<file path="src/inc/sr_hold_pkg.sv">
// Constants and types for the warm-reset self-refresh hold controller.
// ------------------------------------------------------------------
// ------------------------------------------------------------------
package sr_hold_pkg;

  // ----------------------------------------------------------------
  // Register map and fields.
  // ----------------------------------------------------------------
  localparam int ADDR_W = 8;
  localparam logic [7:0] REG_REFRESH = 8'h00;
  localparam logic [7:0] REG_MISC = 8'h04;
  localparam logic [7:0] REG_STATUS = 8'h08;
  localparam int INTERVAL_W = 16;
  localparam logic [15:0] INTERVAL_RST = 16'h0c30;
  localparam int HOLD_EN_BIT = 6;
  localparam int HOLD_BIT = 5;
  localparam int ST_SR_BIT = 0;
  localparam int ST_WARM_BIT = 1;
  localparam int ST_DONE_BIT = 2;
  localparam int ST_BYPASS_BIT = 3;

  // ----------------------------------------------------------------
  // Timing.
  // ----------------------------------------------------------------
  localparam int CLK_PERIOD_NS = 100;
  localparam int WARM_DURATION_NS = 20000;
  localparam int WARM_CYCLES = (WARM_DURATION_NS / CLK_PERIOD_NS) > 0 ?
    (WARM_DURATION_NS / CLK_PERIOD_NS) : 1;
  localparam int DUR_W = 12;

  // ----------------------------------------------------------------
  // SDRAM command carrier and controller states.
  // ----------------------------------------------------------------
  typedef enum logic [1:0] {
    OP_NOP = 2'b00,
    OP_REF = 2'b01,
    OP_SRE = 2'b10,
    OP_SRX = 2'b11
  } op_t;

  typedef struct packed {
    logic cke;
    op_t op;
  } sdram_cmd_t;

  typedef enum logic {
    ST_ACTIVE = 1'b0,
    ST_SELFREF = 1'b1
  } ctl_state_t;

endpackage

</file>
<file path="src/rtl/refresh_timer.sv">
// Periodic refresh interval counter.
`timescale 1ns/1ns
module refresh_timer (
  input wire logic clk_i,
  input wire logic reset_n_i,
  input wire logic run_i,
  input wire logic restart_i,
  input wire logic [15:0] interval_i,
  output logic fire_o
);
  logic [15:0] count_ff;
  logic [15:0] nxt_count;
  logic fire_ff;
  logic nxt_fire;

  // A zero interval stops refresh rather than firing every cycle.
  always_comb begin
    nxt_count = count_ff;
    nxt_fire = 1'b0;
    if (restart_i || !run_i || interval_i == 16'h0000) begin
      nxt_count = 16'h0000;
    end else if (count_ff >= interval_i - 16'h0001) begin
      nxt_count = 16'h0000;
      nxt_fire = 1'b1;
    end else begin
      nxt_count = count_ff + 16'h0001;
    end
  end

  always_ff @(posedge clk_i or negedge reset_n_i) begin
    if (!reset_n_i) begin
      count_ff <= 16'h0000;
      fire_ff <= 1'b0;
    end else begin
      count_ff <= nxt_count;
      fire_ff <= nxt_fire;
    end
  end

  assign fire_o = fire_ff;
endmodule

</file>
<file path="src/rtl/warm_duration_timer.sv">
// Warm reset duration counter, started at each warm reset entry.
`timescale 1ns/1ns
module warm_duration_timer (
  input wire logic clk_i,
  input wire logic reset_n_i,
  input wire logic start_i,
  output logic done_o
);
  localparam logic [11:0] LAST =
    12'(sr_hold_pkg::WARM_CYCLES - 1);
  logic [11:0] count_ff;
  logic [11:0] nxt_count;
  logic done_ff;
  logic nxt_done;

  // Done holds until the next start so the exit decision can wait.
  always_comb begin
    nxt_count = count_ff;
    nxt_done = done_ff;
    if (start_i) begin
      nxt_count = 12'h000;
      nxt_done = 1'b0;
    end else if (!done_ff) begin
      if (count_ff == LAST) begin
        nxt_done = 1'b1;
      end else begin
        nxt_count = count_ff + 12'h001;
      end
    end
  end

  always_ff @(posedge clk_i or negedge reset_n_i) begin
    if (!reset_n_i) begin
      count_ff <= 12'h000;
      done_ff <= 1'b1;
    end else begin
      count_ff <= nxt_count;
      done_ff <= nxt_done;
    end
  end

  assign done_o = done_ff;
endmodule

</file>
<file path="src/rtl/sr_hold_ctrl.sv">
// Warm-reset self-refresh hold controller for an external DDR3 SDRAM.
//
// The address map and the strobed register port are this design's own decisions.
`timescale 1ns/1ns
module sr_hold_ctrl (
  input wire logic clk_i,
  input wire logic reset_n_i,
  input wire logic [7:0] addr_i,
  input wire logic [31:0] wdata_i,
  input wire logic wr_i,
  input wire logic rd_i,
  output logic [31:0] rdata_o,
  input wire logic warm_reset_i,
  input wire logic clk_bypass_i,
  output sr_hold_pkg::sdram_cmd_t cmd_o,
  output logic clk_change_ok_o
);

  // ----------------------------------------------------------------
  // Register file.
  // ----------------------------------------------------------------
  logic [15:0] interval_ff;
  logic [15:0] nxt_interval;
  logic hold_en_ff;
  logic nxt_hold_en;
  logic hold_ff;
  logic nxt_hold;
  logic [31:0] rdata_ff;
  logic [31:0] nxt_rdata;

  logic warm_q_ff;
  logic warm_rise;
  logic dur_done;
  logic refresh_fire;
  sr_hold_pkg::ctl_state_t state_ff;
  sr_hold_pkg::ctl_state_t nxt_state;
  sr_hold_pkg::sdram_cmd_t cmd_ff;
  sr_hold_pkg::sdram_cmd_t nxt_cmd;
  logic chg_ok_ff;
  logic nxt_chg_ok;
  logic exit_ok;
  logic restart_refresh;

  // Strobe decode for one register. The write path and the assertions
  // share it, so the two cannot drift apart.
  function automatic logic wr_hit(
    input logic wr,
    input logic [7:0] addr,
    input logic [7:0] target
  );
    return wr && (addr == target);
  endfunction

  assign warm_rise = warm_reset_i && !warm_q_ff;

  always_comb begin
    nxt_interval = interval_ff;
    nxt_hold_en = hold_en_ff;
    nxt_hold = hold_ff;
    if (wr_hit(wr_i, addr_i, sr_hold_pkg::REG_REFRESH)) begin
      nxt_interval = wdata_i[15:0];
    end
    if (wr_hit(wr_i, addr_i, sr_hold_pkg::REG_MISC)) begin
      nxt_hold_en = wdata_i[sr_hold_pkg::HOLD_EN_BIT];
      nxt_hold = wdata_i[sr_hold_pkg::HOLD_BIT];
    end
    // Arming the hold at warm reset entry wins over a same-cycle clear,
    // so a racing software write cannot release the memory early.
    if (warm_rise && nxt_hold_en) begin
      nxt_hold = 1'b1;
    end
  end

  always_comb begin
    nxt_rdata = 32'h0000_0000;
    if (rd_i) begin
      unique case (addr_i)
        sr_hold_pkg::REG_REFRESH: begin
          nxt_rdata[15:0] = interval_ff;
        end
        sr_hold_pkg::REG_MISC: begin
          nxt_rdata[sr_hold_pkg::HOLD_EN_BIT] = hold_en_ff;
          nxt_rdata[sr_hold_pkg::HOLD_BIT] = hold_ff;
        end
        sr_hold_pkg::REG_STATUS: begin
          nxt_rdata[sr_hold_pkg::ST_SR_BIT] =
            (state_ff == sr_hold_pkg::ST_SELFREF);
          nxt_rdata[sr_hold_pkg::ST_WARM_BIT] = warm_q_ff;
          nxt_rdata[sr_hold_pkg::ST_DONE_BIT] = dur_done;
          nxt_rdata[sr_hold_pkg::ST_BYPASS_BIT] = clk_bypass_i;
        end
        default: begin
          nxt_rdata = 32'h0000_0000;
        end
      endcase
    end
  end

  always_ff @(posedge clk_i or negedge reset_n_i) begin
    if (!reset_n_i) begin
      interval_ff <= sr_hold_pkg::INTERVAL_RST;
      hold_en_ff <= 1'b0;
      hold_ff <= 1'b0;
      rdata_ff <= 32'h0000_0000;
      warm_q_ff <= 1'b0;
    end else begin
      interval_ff <= nxt_interval;
      hold_en_ff <= nxt_hold_en;
      hold_ff <= nxt_hold;
      rdata_ff <= nxt_rdata;
      warm_q_ff <= warm_reset_i;
    end
  end

  // ----------------------------------------------------------------
  // Timers.
  // ----------------------------------------------------------------
  warm_duration_timer u_dur (
    .clk_i(clk_i),
    .reset_n_i(reset_n_i),
    .start_i(warm_rise),
    .done_o(dur_done)
  );

  // Refresh stops as soon as warm reset is seen, a cycle ahead of the
  // state change, so no refresh can slip out behind the entry command.
  refresh_timer u_ref (
    .clk_i(clk_i),
    .reset_n_i(reset_n_i),
    .run_i(state_ff == sr_hold_pkg::ST_ACTIVE && !warm_reset_i),
    .restart_i(restart_refresh),
    .interval_i(interval_ff),
    .fire_o(refresh_fire)
  );

  // ----------------------------------------------------------------
  // Self-refresh sequencing.
  // ----------------------------------------------------------------
  // Exit needs the duration spent, warm reset released, no hold, and
  // the functional clock back; the bypass rate is below the memory's
  // legal range, so leaving self-refresh on it risks a hang.
  assign exit_ok = dur_done && !warm_reset_i && !hold_ff
    && !clk_bypass_i;

  always_comb begin
    nxt_state = state_ff;
    nxt_cmd.cke = cmd_ff.cke;
    nxt_cmd.op = sr_hold_pkg::OP_NOP;
    restart_refresh = 1'b0;
    unique case (state_ff)
      sr_hold_pkg::ST_ACTIVE: begin
        if (warm_rise) begin
          nxt_state = sr_hold_pkg::ST_SELFREF;
          nxt_cmd.op = sr_hold_pkg::OP_SRE;
          nxt_cmd.cke = 1'b0;
        end else if (refresh_fire) begin
          nxt_cmd.op = sr_hold_pkg::OP_REF;
        end
      end
      sr_hold_pkg::ST_SELFREF: begin
        // No refresh is sent here; the memory refreshes itself, which
        // is what makes the slow bypass clock harmless.
        if (exit_ok) begin
          nxt_state = sr_hold_pkg::ST_ACTIVE;
          nxt_cmd.op = sr_hold_pkg::OP_SRX;
          nxt_cmd.cke = 1'b1;
          restart_refresh = 1'b1;
        end
      end
    endcase
    nxt_chg_ok = (nxt_state == sr_hold_pkg::ST_SELFREF);
  end

  always_ff @(posedge clk_i or negedge reset_n_i) begin
    if (!reset_n_i) begin
      state_ff <= sr_hold_pkg::ST_ACTIVE;
      cmd_ff <= '{cke: 1'b1, op: sr_hold_pkg::OP_NOP};
      chg_ok_ff <= 1'b0;
    end else begin
      state_ff <= nxt_state;
      cmd_ff <= nxt_cmd;
      chg_ok_ff <= nxt_chg_ok;
    end
  end

  assign rdata_o = rdata_ff;
  assign cmd_o = cmd_ff;
  assign clk_change_ok_o = chg_ok_ff;

  // ----------------------------------------------------------------
  // Refresh resume watch.
  // ----------------------------------------------------------------
  // Counts cycles from a self-refresh exit to the first refresh, so the
  // check below follows whatever interval software has programmed.
  logic resume_wait_ff;
  logic nxt_resume_wait;
  logic [15:0] resume_cnt_ff;
  logic [15:0] nxt_resume_cnt;

  always_comb begin
    nxt_resume_wait = resume_wait_ff;
    nxt_resume_cnt = resume_cnt_ff;
    if (cmd_ff.op == sr_hold_pkg::OP_SRX) begin
      nxt_resume_wait = 1'b1;
      nxt_resume_cnt = 16'h0000;
    end else if (cmd_ff.op == sr_hold_pkg::OP_REF || warm_reset_i
      || wr_hit(wr_i, addr_i, sr_hold_pkg::REG_REFRESH)) begin
      nxt_resume_wait = 1'b0;
    end else if (resume_wait_ff) begin
      nxt_resume_cnt = resume_cnt_ff + 16'h0001;
    end
  end

  always_ff @(posedge clk_i or negedge reset_n_i) begin
    if (!reset_n_i) begin
      resume_wait_ff <= 1'b0;
      resume_cnt_ff <= 16'h0000;
    end else begin
      resume_wait_ff <= nxt_resume_wait;
      resume_cnt_ff <= nxt_resume_cnt;
    end
  end
endmodule

</file>
<file path="config.mk">
export PLATFORM = sky130hd
export DESIGN_NAME = sr_hold_ctrl
export DESIGN_NICKNAME = d
export VERILOG_FILES = /design/src/inc/sr_hold_pkg.sv /design/src/rtl/refresh_timer.sv /design/src/rtl/warm_duration_timer.sv /design/src/rtl/sr_hold_ctrl.sv
export SDC_FILE = /design/constraint.sdc
export NUM_CORES = 1
export LEC_CHECK = 0
export BUFFER_PORTS_ARGS = -buffer_cell sky130_fd_sc_hd__buf_4
export CELL_PAD_IN_SITES_DETAIL_PLACEMENT = 0
export CELL_PAD_IN_SITES_GLOBAL_PLACEMENT = 1
export CORE_MARGIN = 3
export CORE_UTILIZATION = 40
export CTS_CLUSTER_SIZE = 16
export DETAILED_ROUTE_END_ITERATION = 16
export GPL_TIMING_DRIVEN = 0
export HOLD_SLACK_MARGIN = 0.06
export PLACE_DENSITY = 0.77
export RECOVER_POWER = 25
export REMOVE_ABC_BUFFERS = 1
export SLEW_MARGIN = 30
export SYNTH_ARGS = -nofsm -noshare
export SYNTH_HDL_FRONTEND = slang
export SYNTH_SLANG_ARGS = --single-unit
</file>
<file path="constraint.sdc">
create_clock -name clk_i -period 5.9 [get_ports clk_i]
set_input_delay 0.59 -clock clk_i [delete_from_list [all_inputs] [get_ports clk_i]]
set_output_delay 0.59 -clock clk_i [all_outputs]
set_load 0.02 [all_outputs]
</file>
==> flow_summary_export.csv, run 1 <==
group,metric,value,unit
run_status,status,"complete, but fails checks",
run_status,violations,"capacitance limit, slew limit",
synth,netlist_instances,342,
sta,whs,0.449,ns
sta,tightest_slew,3.55,ns
critical_path,worstRegToRegCells,11,
routing,drc,0,
global_routing,grt_max_degree,70,
global_routing,grt_pass1_vias,2516,
layout,drive_gt1_share,23.3,%
synth,synth_edf_count,0,
cts,cts-root-buf,"clkbuf_8",
floorplan,start_util,41.3,%
sta,fin_setup_tns,0,ns
sta,fin_crit_sh,59.6,%
cts,cts.htree.levels,3,
critical_path,r2r-start,"interval_ff[7]$_DFFE_PN0P_",
layout,final_cell_mix,"dfrtp_1 (63), nor2_1 (50), buf_4 (47)",
cts,cts_made_buffers,9,
sta,clock_skew,0.0145,ns
critical_path,start_kind,"flop",
cts,postCtsHoldBufs,0,
power_and_ir_drop,ir_worst_vdd,0.0000986,V
worst_hold_path,min_from,"warm_reset_i",
synth,yosysTopAreaCellShare,43.5,%
critical_path,required,6.15,ns
layout,finish.utilization,48.1,%
floorplan,core-area,0.00876,mm^2
cts,cts_tree,"done",
layout,post-route-cell-area,0.00421,mm^2
global_routing,overflow,0,
synth,yosysTopAreaCell,"dfrtp_1",
synth,ys_seq_elements,69,
layout,n_antenna_cell,0,
sta,slew_headroom,-137,%
sta,fin_ws,2.39,ns
routing,via_count,2540,
layout,final_nets,461,
worst_hold_path,min_path_cells,1,
critical_path,path_max_fanout,15,
global_routing,grt_antenna_before_repair,0,
floorplan,die_x,101,um
critical_path,critical-path-max-stage-delay,0.57,ns
cts,cts.sinks,69,
cts,postCtsSetupBuffers,0,
routing,wl_per_cell,13.9,um
synth,synth.area.top_cells,"dfrtp_1 (44%), ha_1 (6.6%), nor2_1 (5.2%)",
routing,dr.pass1.iters,4,
placement,place.gp.congestion,0.780,
placement,placed_area,0.00403,mm^2
synth,yosysSeqAreaShare,47.9,%
critical_path,arrival,3.77,ns
placement,dp_slack,2.40,ns
routing,wl,7060,um
synth,yosys_warnings,0,
power_and_ir_drop,total_leakage_power,2.00,nW
layout,syn_to_final_growth,16.3,%
worst_hold_path,hold_path_class,"input pin to flop",
cts,cts.path.max_buffers,2,
synth,synth_cell_types,45,
critical_path,endpoint_kind,"flop",
cts,insertion_delay,0.34,ns
routing,vias_per_cell,5.00,
sta,grt_setup_unrepaired,"no",
synth,syn_area,0.00362,mm^2
global_routing,grt_first_pass_wirelength,12000,um
job,drv_cap,1,
placement,hpwl,5290,um
sta,maxClockFrequency,0.285,GHz
critical_path,timing.reg2reg.setup_slack,2.39,ns
sta,hold_violations,0,
critical_path,crit_slowest_cell,"or4_4",
routing,ant_nets,0,
critical_path,r2r_end,"u_ref.count_ff[10]$_DFF_PN0_",
cts,cts_resized,0,
sta,finalMaxSlewViolations,70,
synth,synthFlopType,"dfrtp_1",
sta,fin_crit,3.51,ns
synth,syn_avg_cell_area,10.6,um^2
placement,port_buffers,49,
floorplan,row_count,34,
floorplan,fp.dieH,101,um
global_routing,grtUsageTotal,15.0,%
routing,first_iter_violations,90,
power_and_ir_drop,power.density,239,mW/mm^2
sta,setup_viol_count_final,0,
synth,async_flop_share,100,%
critical_path,path_class,"flop to flop",
cts,clk_pin_slew,0.08,ns
critical_path,worstPathCellList,"or4_4 -> or3_4 -> nor3_2 -> nor3b_2 -> xnor2_1 -> ha_1 -> nand4_1 -> o21bai_1 -> nor4_1 -> nand2_1 -> nor2_1",
layout,mostFrequentLayoutCell,"dfrtp_1",
worst_hold_path,whs_endpoint,"warm_q_ff$_DFF_PN0_",
floorplan,die_area,0.0102,mm^2
floorplan,ios,82,
[stage by stage]
stage | power, mW | cells
floorplan | 0.600 | 336
global placement | 0.645 | 493
detailed placement | 0.648 | 493
CTS | 1.02 | 508
global route | 1.07 | 508
finish | 1.01 | 508
[power by group]
| group | switching [mW] | total [mW] | leakage, nW | internal [mW] |
|---|---|---|---|---|
| Sequential | 0.0216 | 0.517 | 0.917 | 0.495 |
| Clock | 0.180 | 0.371 | 0.0833 | 0.192 |
| Combinational | 0.0635 | 0.120 | 0.997 | 0.0563 |
[metal layers]
| metal | global-route usage, % | vias to the layer above | part of all wire [%] |
|---|---|---|---|
| met4 | 4.81 | 0 | 1.1 |
| met1 | 19.5 | 1223 | 46 |
| met2 | 23.8 | 58 | 47 |
| met3 | 4.68 | 7 | 6.4 |
| met5 | 0 | - | 0 |
| li1 | - | 1252 | - |
[worst max-delay path by stage]
stage / from / to / depth (start not counted)
6_report: interval_ff[7]$_DFFE_PN0P_ / u_ref.count_ff[10]$_DFF_PN0_ / 11
3_3_place_gp: interval_ff[7]$_DFFE_PN0P_ / u_ref.count_ff[5]$_DFF_PN0_ / 11
3_5_place_dp: interval_ff[7]$_DFFE_PN0P_ / u_ref.count_ff[10]$_DFF_PN0_ / 11
2_1_floorplan: interval_ff[7]$_DFFE_PN0P_ / u_ref.count_ff[10]$_DFF_PN0_ / 11
5_1_grt: reset_n_i / interval_ff[13]$_DFFE_PN0P_ / 1
4_1_cts: interval_ff[7]$_DFFE_PN0P_ / u_ref.count_ff[10]$_DFF_PN0_ / 11
[cell type report]
type	count	area, um^2
repair buffers	49	360
fillers	819	4550
flip-flops and latches	69	1730
clock buffers	9	124
inverters	5	18.8
clock inverters	6	65.1
multi-input cells	262	1780
well taps	108	135
[cells by family after synthesis]
family | synth area share, %
flops | 47.9
fa+ha+maj | 6.56
xor+xnor | 9.43
compound gates | 3.25
mux | 6.60
buf+inv | 4.77
simple gates | 21.4
other cells | 0.103
[state kept, by name, indices dropped and copies added, names as in the netlist, 3 cells and up]
signal,flops
rdata_o,16
cmd_o,3
u_ref.count_ff,16
interval_ff,16
u_dur.count_ff,12
[worst max-delay path, delay by kind of cell, from the launching register on]
family / cells / cell delay, ns
AO/OA/AOI/OAI: 1 / 0.12
XOR/XNOR: 1 / 0.14
adder cells (fa/ha/maj): 1 / 0.26
flip-flops: 1 / 0.43
AND/OR/NAND/NOR: 8 / 2.48
[cell usage after synthesis (2+ instances only)]
| master | number |
|---|---|
| a21oi_1 | 5 |
| and2_1 | 10 |
| and3_1 | 7 |
| and3b_1 | 3 |
| and4_1 | 2 |
| buf_4 | 18 |
| clkbuf_1 | 2 |
| dfrtp_1 | 63 |
| dfstp_2 | 6 |
| ha_1 | 19 |
| inv_1 | 5 |
| mux2_2 | 15 |
| mux2i_1 | 7 |
| nand2_1 | 24 |
| nand2b_1 | 2 |
| nand3_1 | 8 |
| nand4_1 | 7 |
| nor2_1 | 50 |
| nor2b_1 | 2 |
| nor3_1 | 8 |
| nor3b_1 | 4 |
| nor4_1 | 4 |
| nor4bb_1 | 2 |
| o21ai_0 | 9 |
| or4_1 | 3 |
| xnor2_1 | 21 |
| xor2_1 | 18 |
Power figures use the tool's default switching activity.
==> inputs of run 2 (changes only) <==
==> constraint.sdc (replaced) <==
create_clock -name clk_i -period 3.6 [get_ports clk_i]
set_input_delay 0.36 -clock clk_i [delete_from_list [all_inputs] [get_ports clk_i]]
set_output_delay 0.36 -clock clk_i [all_outputs]
set_load 0.02 [all_outputs]
==> flow_summary_export.csv, run 2 (synthesized netlist as in run 1, its figures left out) <==
group,metric,value,unit
sta,grt_setup_unrepaired,"no",
global_routing,overflow,0,
worst_hold_path,min_path_cells,1,
global_routing,grt_antenna_before_repair,0,
routing,via_count,2553,
layout,final_nets,463,
floorplan,row_count,34,
power_and_ir_drop,sequentialPowerShare,51.3,%
routing,wl,7110,um
power_and_ir_drop,power,1.65,mW
floorplan,die_x,101,um
routing,drc,0,
cts,clk_pin_slew,0.08,ns
sta,fin_setup_tns,0,ns
floorplan,core-area,0.00876,mm^2
floorplan,die_area,0.0102,mm^2
routing,vias_per_cell,5.01,
power_and_ir_drop,ir_worst_vdd,0.000160,V
routing,wl_per_cell,13.9,um
critical_path,path_max_fanout,10,
critical_path,required,3.86,ns
sta,finalMaxSlewViolations,70,
sta,maxClockFrequency,0.304,GHz
global_routing,top_usage_layer,"met2",
critical_path,start_kind,"flop",
global_routing,grtUsageTotal,15.0,%
cts,cts.htree.levels,3,
cts,cts.sinks,69,
placement,place.gp.congestion,0.780,
placement,hpwl,5290,um
floorplan,ios,82,
sta,setup_viol_count_final,0,
sta,whs,0.221,ns
layout,n_antenna_cell,0,
sta,fin_crit_sh,91.4,%
run_status,status,"complete, but fails checks",
cts,insertion_delay,0.34,ns
critical_path,path_class,"flop to flop",
power_and_ir_drop,combPwrFrac,11.9,%
floorplan,fp.dieH,101,um
sta,clock_skew,0.0133,ns
critical_path,arrival,3.55,ns
layout,final_cell_mix,"dfrtp_1 (63), nor2_1 (50), buf_4 (49)",
run_status,violations,"capacitance limit, slew limit",
global_routing,grt_pass1_vias,2516,
global_routing,grtUsageMet2,23.8,%
layout,nFillCells,817,
cts,postCtsHoldBufs,0,
global_routing,met3_usage,4.68,%
power_and_ir_drop,p_int,1.22,mW
layout,finish.utilization,48.4,%
cts,cts-root-buf,"clkbuf_8",
routing,first_iter_violations,89,
job,drv_cap,1,
global_routing,use_met1,19.5,%
power_and_ir_drop,p_sw_share,26.3,%
layout,syn_to_final_growth,17.0,%
power_and_ir_drop,power.density,390,mW/mm^2
global_routing,grt_first_pass_wirelength,12000,um
sta,fin_crit,3.29,ns
placement,port_buffers,49,
global_routing,grt_max_degree,70,
sta,hold_violations,0,
floorplan,start_util,41.3,%
critical_path,endpoint_kind,"flop",
layout,post-route-cell-area,0.00424,mm^2
cts,cts.path.max_buffers,2,
sta,slew_headroom,-10.6,%
routing,dr.pass1.iters,4,
layout,mostFrequentLayoutCell,"dfrtp_1",
critical_path,worstRegToRegCells,12,
power_and_ir_drop,total_leakage_power,2.01,nW
cts,cts_tree,"done",
sta,tightest_slew,1.66,ns
routing,ant_nets,0,
placement,placed_area,0.00403,mm^2
power_and_ir_drop,p_switching,0.434,mW
layout,drive_gt1_share,24.4,%
power_and_ir_drop,clockPowerShare,36.8,%
cts,cts_made_buffers,9,
worst_hold_path,hold_path_class,"input pin to flop",
==> run 2: cell types whose count changed in the layout (fill, tap and decap cells not counted) <==
| cell | previous run | this run |
|---|---|---|
| buf_4 | 47 | 49 |
| nor4_2 | 1 | 2 |
| clkbuf_2 | 0 | 1 |
| nand2_2 | 0 | 1 |
| nor4_1 | 4 | 3 |
| nand2_1 | 24 | 23 |
| clkbuf_1 | 2 | 1 |
==> run 2: layout make-up <==
type	instances	area (um^2)	area share, %
Clock buffer	9	124	2.92
Clock inverter	6	65.1	1.54
Inverter	5	18.8	0.443
Multi-Input combinational cell	262	1780	42.1
Sequential cell	69	1730	40.9
Tap cell	108	135	3.19
Timing Repair Buffer	51	377	8.89
==> run 2: worst max-delay path, cell delays in order (launching register included) <==
cell      delay (ns)
dfrtp_1         0.43
or4_4           0.57
or3_4           0.35
nor3_2          0.20
nor3b_2         0.22
xnor2_1         0.14
ha_1            0.26
nand4_1         0.18
o21bai_1        0.13
nor4_2          0.35
nand2_2         0.09
buf_4           0.18
nor2_1          0.11
==> run 2: power groups by stage <==
stage	clock, mW	sequential (mW)	combinational, mW
4_1_cts	0.630	0.847	0.201
5_1_grt	0.677	0.854	0.223
3_5_place_dp	0	0.862	0.200
3_3_place_gp	0	0.860	0.196
6_report	0.608	0.847	0.197
2_1_floorplan	0	0.854	0.129
==> run 2: final timing paths <==
path                                                 start                            end  slack [ns]
min in group asynchronous                        reset_n_i  u_dur.count_ff[3]$_DFFE_PN0P_        0.45
max in group asynchronous                        reset_n_i     interval_ff[0]$_DFFE_PN0P_        2.17
worst min-delay path                          warm_reset_i            warm_q_ff$_DFF_PN0_        0.22
worst max-delay path            interval_ff[7]$_DFFE_PN0P_   u_ref.count_ff[10]$_DFF_PN0_        0.31
worst min register to register      u_ref.fire_o$_DFF_PN0_             cmd_o[0]$_DFF_PN0_        0.46
worst max register to register  interval_ff[7]$_DFFE_PN0P_   u_ref.count_ff[10]$_DFF_PN0_        0.31
==> run 2: routing by layer <==
| metal | wire length (um) | part of all wire (%) |
|---|---|---|
| met1 | 3280 | 46 |
| met2 | 3340 | 47 |
| met3 | 440 | 6.2 |
| met4 | 55 | 0.77 |
| met5 | 0 | 0 |
==> run 2: metrics by stage <==
| stage | cells | worst slack (ns) |
|---|---|---|
| 6_report | 510 | 0.310 |
| 5_1_grt | 510 | 0.0232 |
| 4_1_cts | 508 | 0.0554 |
| 3_5_place_dp | 493 | 0.0963 |
| 3_3_place_gp | 493 | 0.126 |
| 2_1_floorplan | 336 | 0.510 |
==> run 2: repair_timing <==
action / 4_1_cts / 5_1_grt
resized for setup: 0 / 2
setup buffers: 0 / 2
endpoints found under the setup margin: 0 / 15
==> inputs of run 3 (changes only) <==
--- a/config.mk
+++ b/config.mk
@@ -14,10 +14,11 @@
 export DETAILED_ROUTE_END_ITERATION = 16
 export GPL_TIMING_DRIVEN = 0
 export HOLD_SLACK_MARGIN = 0.06
-export PLACE_DENSITY = 0.77
+export PLACE_DENSITY = 0.76
 export RECOVER_POWER = 25
 export REMOVE_ABC_BUFFERS = 1
 export SLEW_MARGIN = 30
 export SYNTH_ARGS = -nofsm -noshare
 export SYNTH_HDL_FRONTEND = slang
+export SYNTH_HIERARCHICAL = 1
 export SYNTH_SLANG_ARGS = --single-unit
==> flow_summary_export.csv, run 3 <==
group,metric,value,unit
floorplan,fp.dieH,104,um
synth,synthFlopType,"dfrtp_1",
cts,cts_made_buffers,9,
routing,drc,0,
routing,wl,7270,um
cts,cts.sinks,69,
sta,fin_crit_sh,91.0,%
synth,yosysTopAreaCellShare,41.4,%
global_routing,overflow,0,
layout,final_cell_mix,"dfrtp_1 (63), buf_4 (47), nor2_1 (45)",
synth,yosysSeqAreaShare,45.6,%
critical_path,arrival,3.52,ns
floorplan,row_count,34,
power_and_ir_drop,p_int,1.23,mW
placement,hpwl,5320,um
synth,synth.area.top_cells,"dfrtp_1 (41%), ha_1 (6.2%), nor2_1 (4.4%)",
cts,cts.htree.levels,3,
critical_path,endpoint_kind,"flop",
synth,yosysTopAreaCell,"dfrtp_1",
cts,postCtsHoldBufs,0,
placement,place.gp.congestion,0.775,
power_and_ir_drop,p_sw_share,28.4,%
cts,cts_resized,0,
run_status,violations,"capacitance limit, slew limit",
floorplan,start_util,42.4,%
sta,clock_skew,0.0125,ns
layout,mostFrequentLayoutCell,"dfrtp_1",
placement,dp.cells,520,
critical_path,path_class,"flop to flop",
sta,finalMaxSlewViolations,70,
synth,yosysMostFrequentCell,"dfrtp_1",
sta,fin_setup_tns,0,ns
routing,first_iter_violations,114,
power_and_ir_drop,power.density,389,mW/mm^2
synth,syn_avg_cell_area,10.8,um^2
layout,n_antenna_cell,0,
synth,synth_common_cells,"dfrtp_1 (63), nor2_1 (45), ha_1 (19), xnor2_1 (19), nand2_1 (18)",
global_routing,grtUsageTotal,13.8,%
routing,wl_per_cell,13.6,um
synth,syn_area,0.00381,mm^2
routing,vias_per_cell,4.85,
layout,drive_gt1_share,25.9,%
floorplan,die_x,104,um
sta,fin_crit,3.27,ns
sta,grt_setup_unrepaired,"no",
synth,async_flop_share,100,%
critical_path,required,3.85,ns
cts,cts_tree,"done",
cts,postCtsSetupBuffers,0,
synth,synth_cell_types,55,
placement,port_buffers,49,
worst_hold_path,hold_path_class,"input pin to flop",
cts,cts.path.max_buffers,2,
power_and_ir_drop,ir_worst_vdd,0.000192,V
power_and_ir_drop,p_switching,0.487,mW
synth,ys_seq_elements,69,
sta,hold_violations,0,
critical_path,worstRegToRegCells,10,
power_and_ir_drop,clockPowerShare,32.7,%
cts,cts-root-buf,"clkbuf_8",
layout,syn_to_final_growth,15.7,%
synth,yosys_warnings,6,
routing,dr.pass1.iters,4,
cts,clk_pin_slew,0.07,ns
global_routing,grt_pass1_vias,2568,
floorplan,die_area,0.0107,mm^2
routing,via_count,2599,
global_routing,grt_first_pass_wirelength,12300,um
synth,netlist_instances,352,
power_and_ir_drop,sequentialPowerShare,49.9,%
synth,synth_edf_count,0,
power_and_ir_drop,total_leakage_power,2.13,nW
layout,finalNonFillerCells,536,
critical_path,path_max_fanout,16,
run_status,status,"complete, but fails checks",
layout,final_nets,470,
global_routing,grt_antenna_before_repair,0,
sta,maxClockFrequency,0.305,GHz
floorplan,ios,82,
layout,nFillCells,818,
cts,insertion_delay,0.34,ns
global_routing,grt_max_degree,70,
critical_path,start_kind,"flop",
worst_hold_path,min_path_cells,1,
power_and_ir_drop,combPwrFrac,17.4,%
job,drv_cap,1,
sta,tightest_slew,1.67,ns
routing,ant_nets,0,
sta,setup_viol_count_final,0,
floorplan,core-area,0.00898,mm^2
sta,slew_headroom,-11.5,%
==> run 3: power by group through the flow <==
stage	Sequential, mW	Combinational, mW	Clock [mW]
final	0.855	0.298	0.561
after global placement	0.868	0.292	0
after CTS	0.855	0.302	0.586
after floorplan	0.861	0.206	0
after global routing	0.861	0.339	0.618
after detailed placement	0.869	0.299	0
==> run 3: path summary, 6_finish.rpt <==
path	slack, ns	from	endpoint
max	0.33	interval_ff[6]$_DFFE_PN0P_	u_ref/count_ff[14]$_DFF_PN0_
min	0.22	warm_reset_i	warm_q_ff$_DFF_PN0_
max reg2reg	0.33	interval_ff[6]$_DFFE_PN0P_	u_ref/count_ff[14]$_DFF_PN0_
min reg2reg	0.45	u_ref/fire_o$_DFF_PN0_	cmd_o[0]$_DFF_PN0_
max in group asynchronous	2.15	reset_n_i	rdata_o[12]$_DFF_PN0_
min in group asynchronous	0.46	reset_n_i	u_dur/count_ff[6]$_DFFE_PN0P_
==> run 3: layout make-up <==
cell class                      instances  area, um^2  area share (%)
Multi-Input combinational cell        264        1930            43.8
Sequential cell                        69        1730            39.4
Timing Repair Buffer                   49         362            8.21
Tap cell                              126         158            3.58
Clock buffer                           12         155            3.52
Inverter                               12        45.0            1.02
Clock inverter                          4        22.5           0.511
==> run 3: routing by layer <==
layer,global-route usage (%),share of wire (%),vias up
met1,18.1,46,1232
met2,22.4,48,53
li1,-,-,1304
met5,0,0,-
met4,3.80,1.1,0
met3,3.92,4.6,10
==> run 3: stage by stage <==
step / hold slack, ns / setup slack [ns] / power (mW) / util, % / cell area [um^2]
global placement: 0.443 / 0.262 / 1.16 / 47.0 / 4220
global route: 0.216 / 0.0491 / 1.82 / 49.1 / 4400
CTS: 0.146 / 0.121 / 1.74 / 49.0 / 4400
detailed placement: 0.436 / 0.138 / 1.17 / 47.0 / 4220
floorplan: 0.0644 / 0.585 / 1.07 / - / 3700
finish: 0.216 / 0.325 / 1.71 / 49.1 / 4400
==> run 3: logic make-up after synthesis <==
family,synth area share (%)
compound gates,5.39
flops,45.6
simple gates,21.5
buf+inv,5.56
xor+xnor,7.82
fa+ha+maj,6.25
other cells,0.0985
mux,7.86
==> run 3: critical path, stage by stage, from the launching register on <==
cell,delay [ns]
dfrtp_1,0.44
or3_4,0.41
or4_1,0.65
nor3_1,0.24
xnor2_1,0.17
ha_1,0.26
nand4_1,0.12
nor3_1,0.09
a211oi_2,0.29
o2111ai_4,0.31
nor2_1,0.20
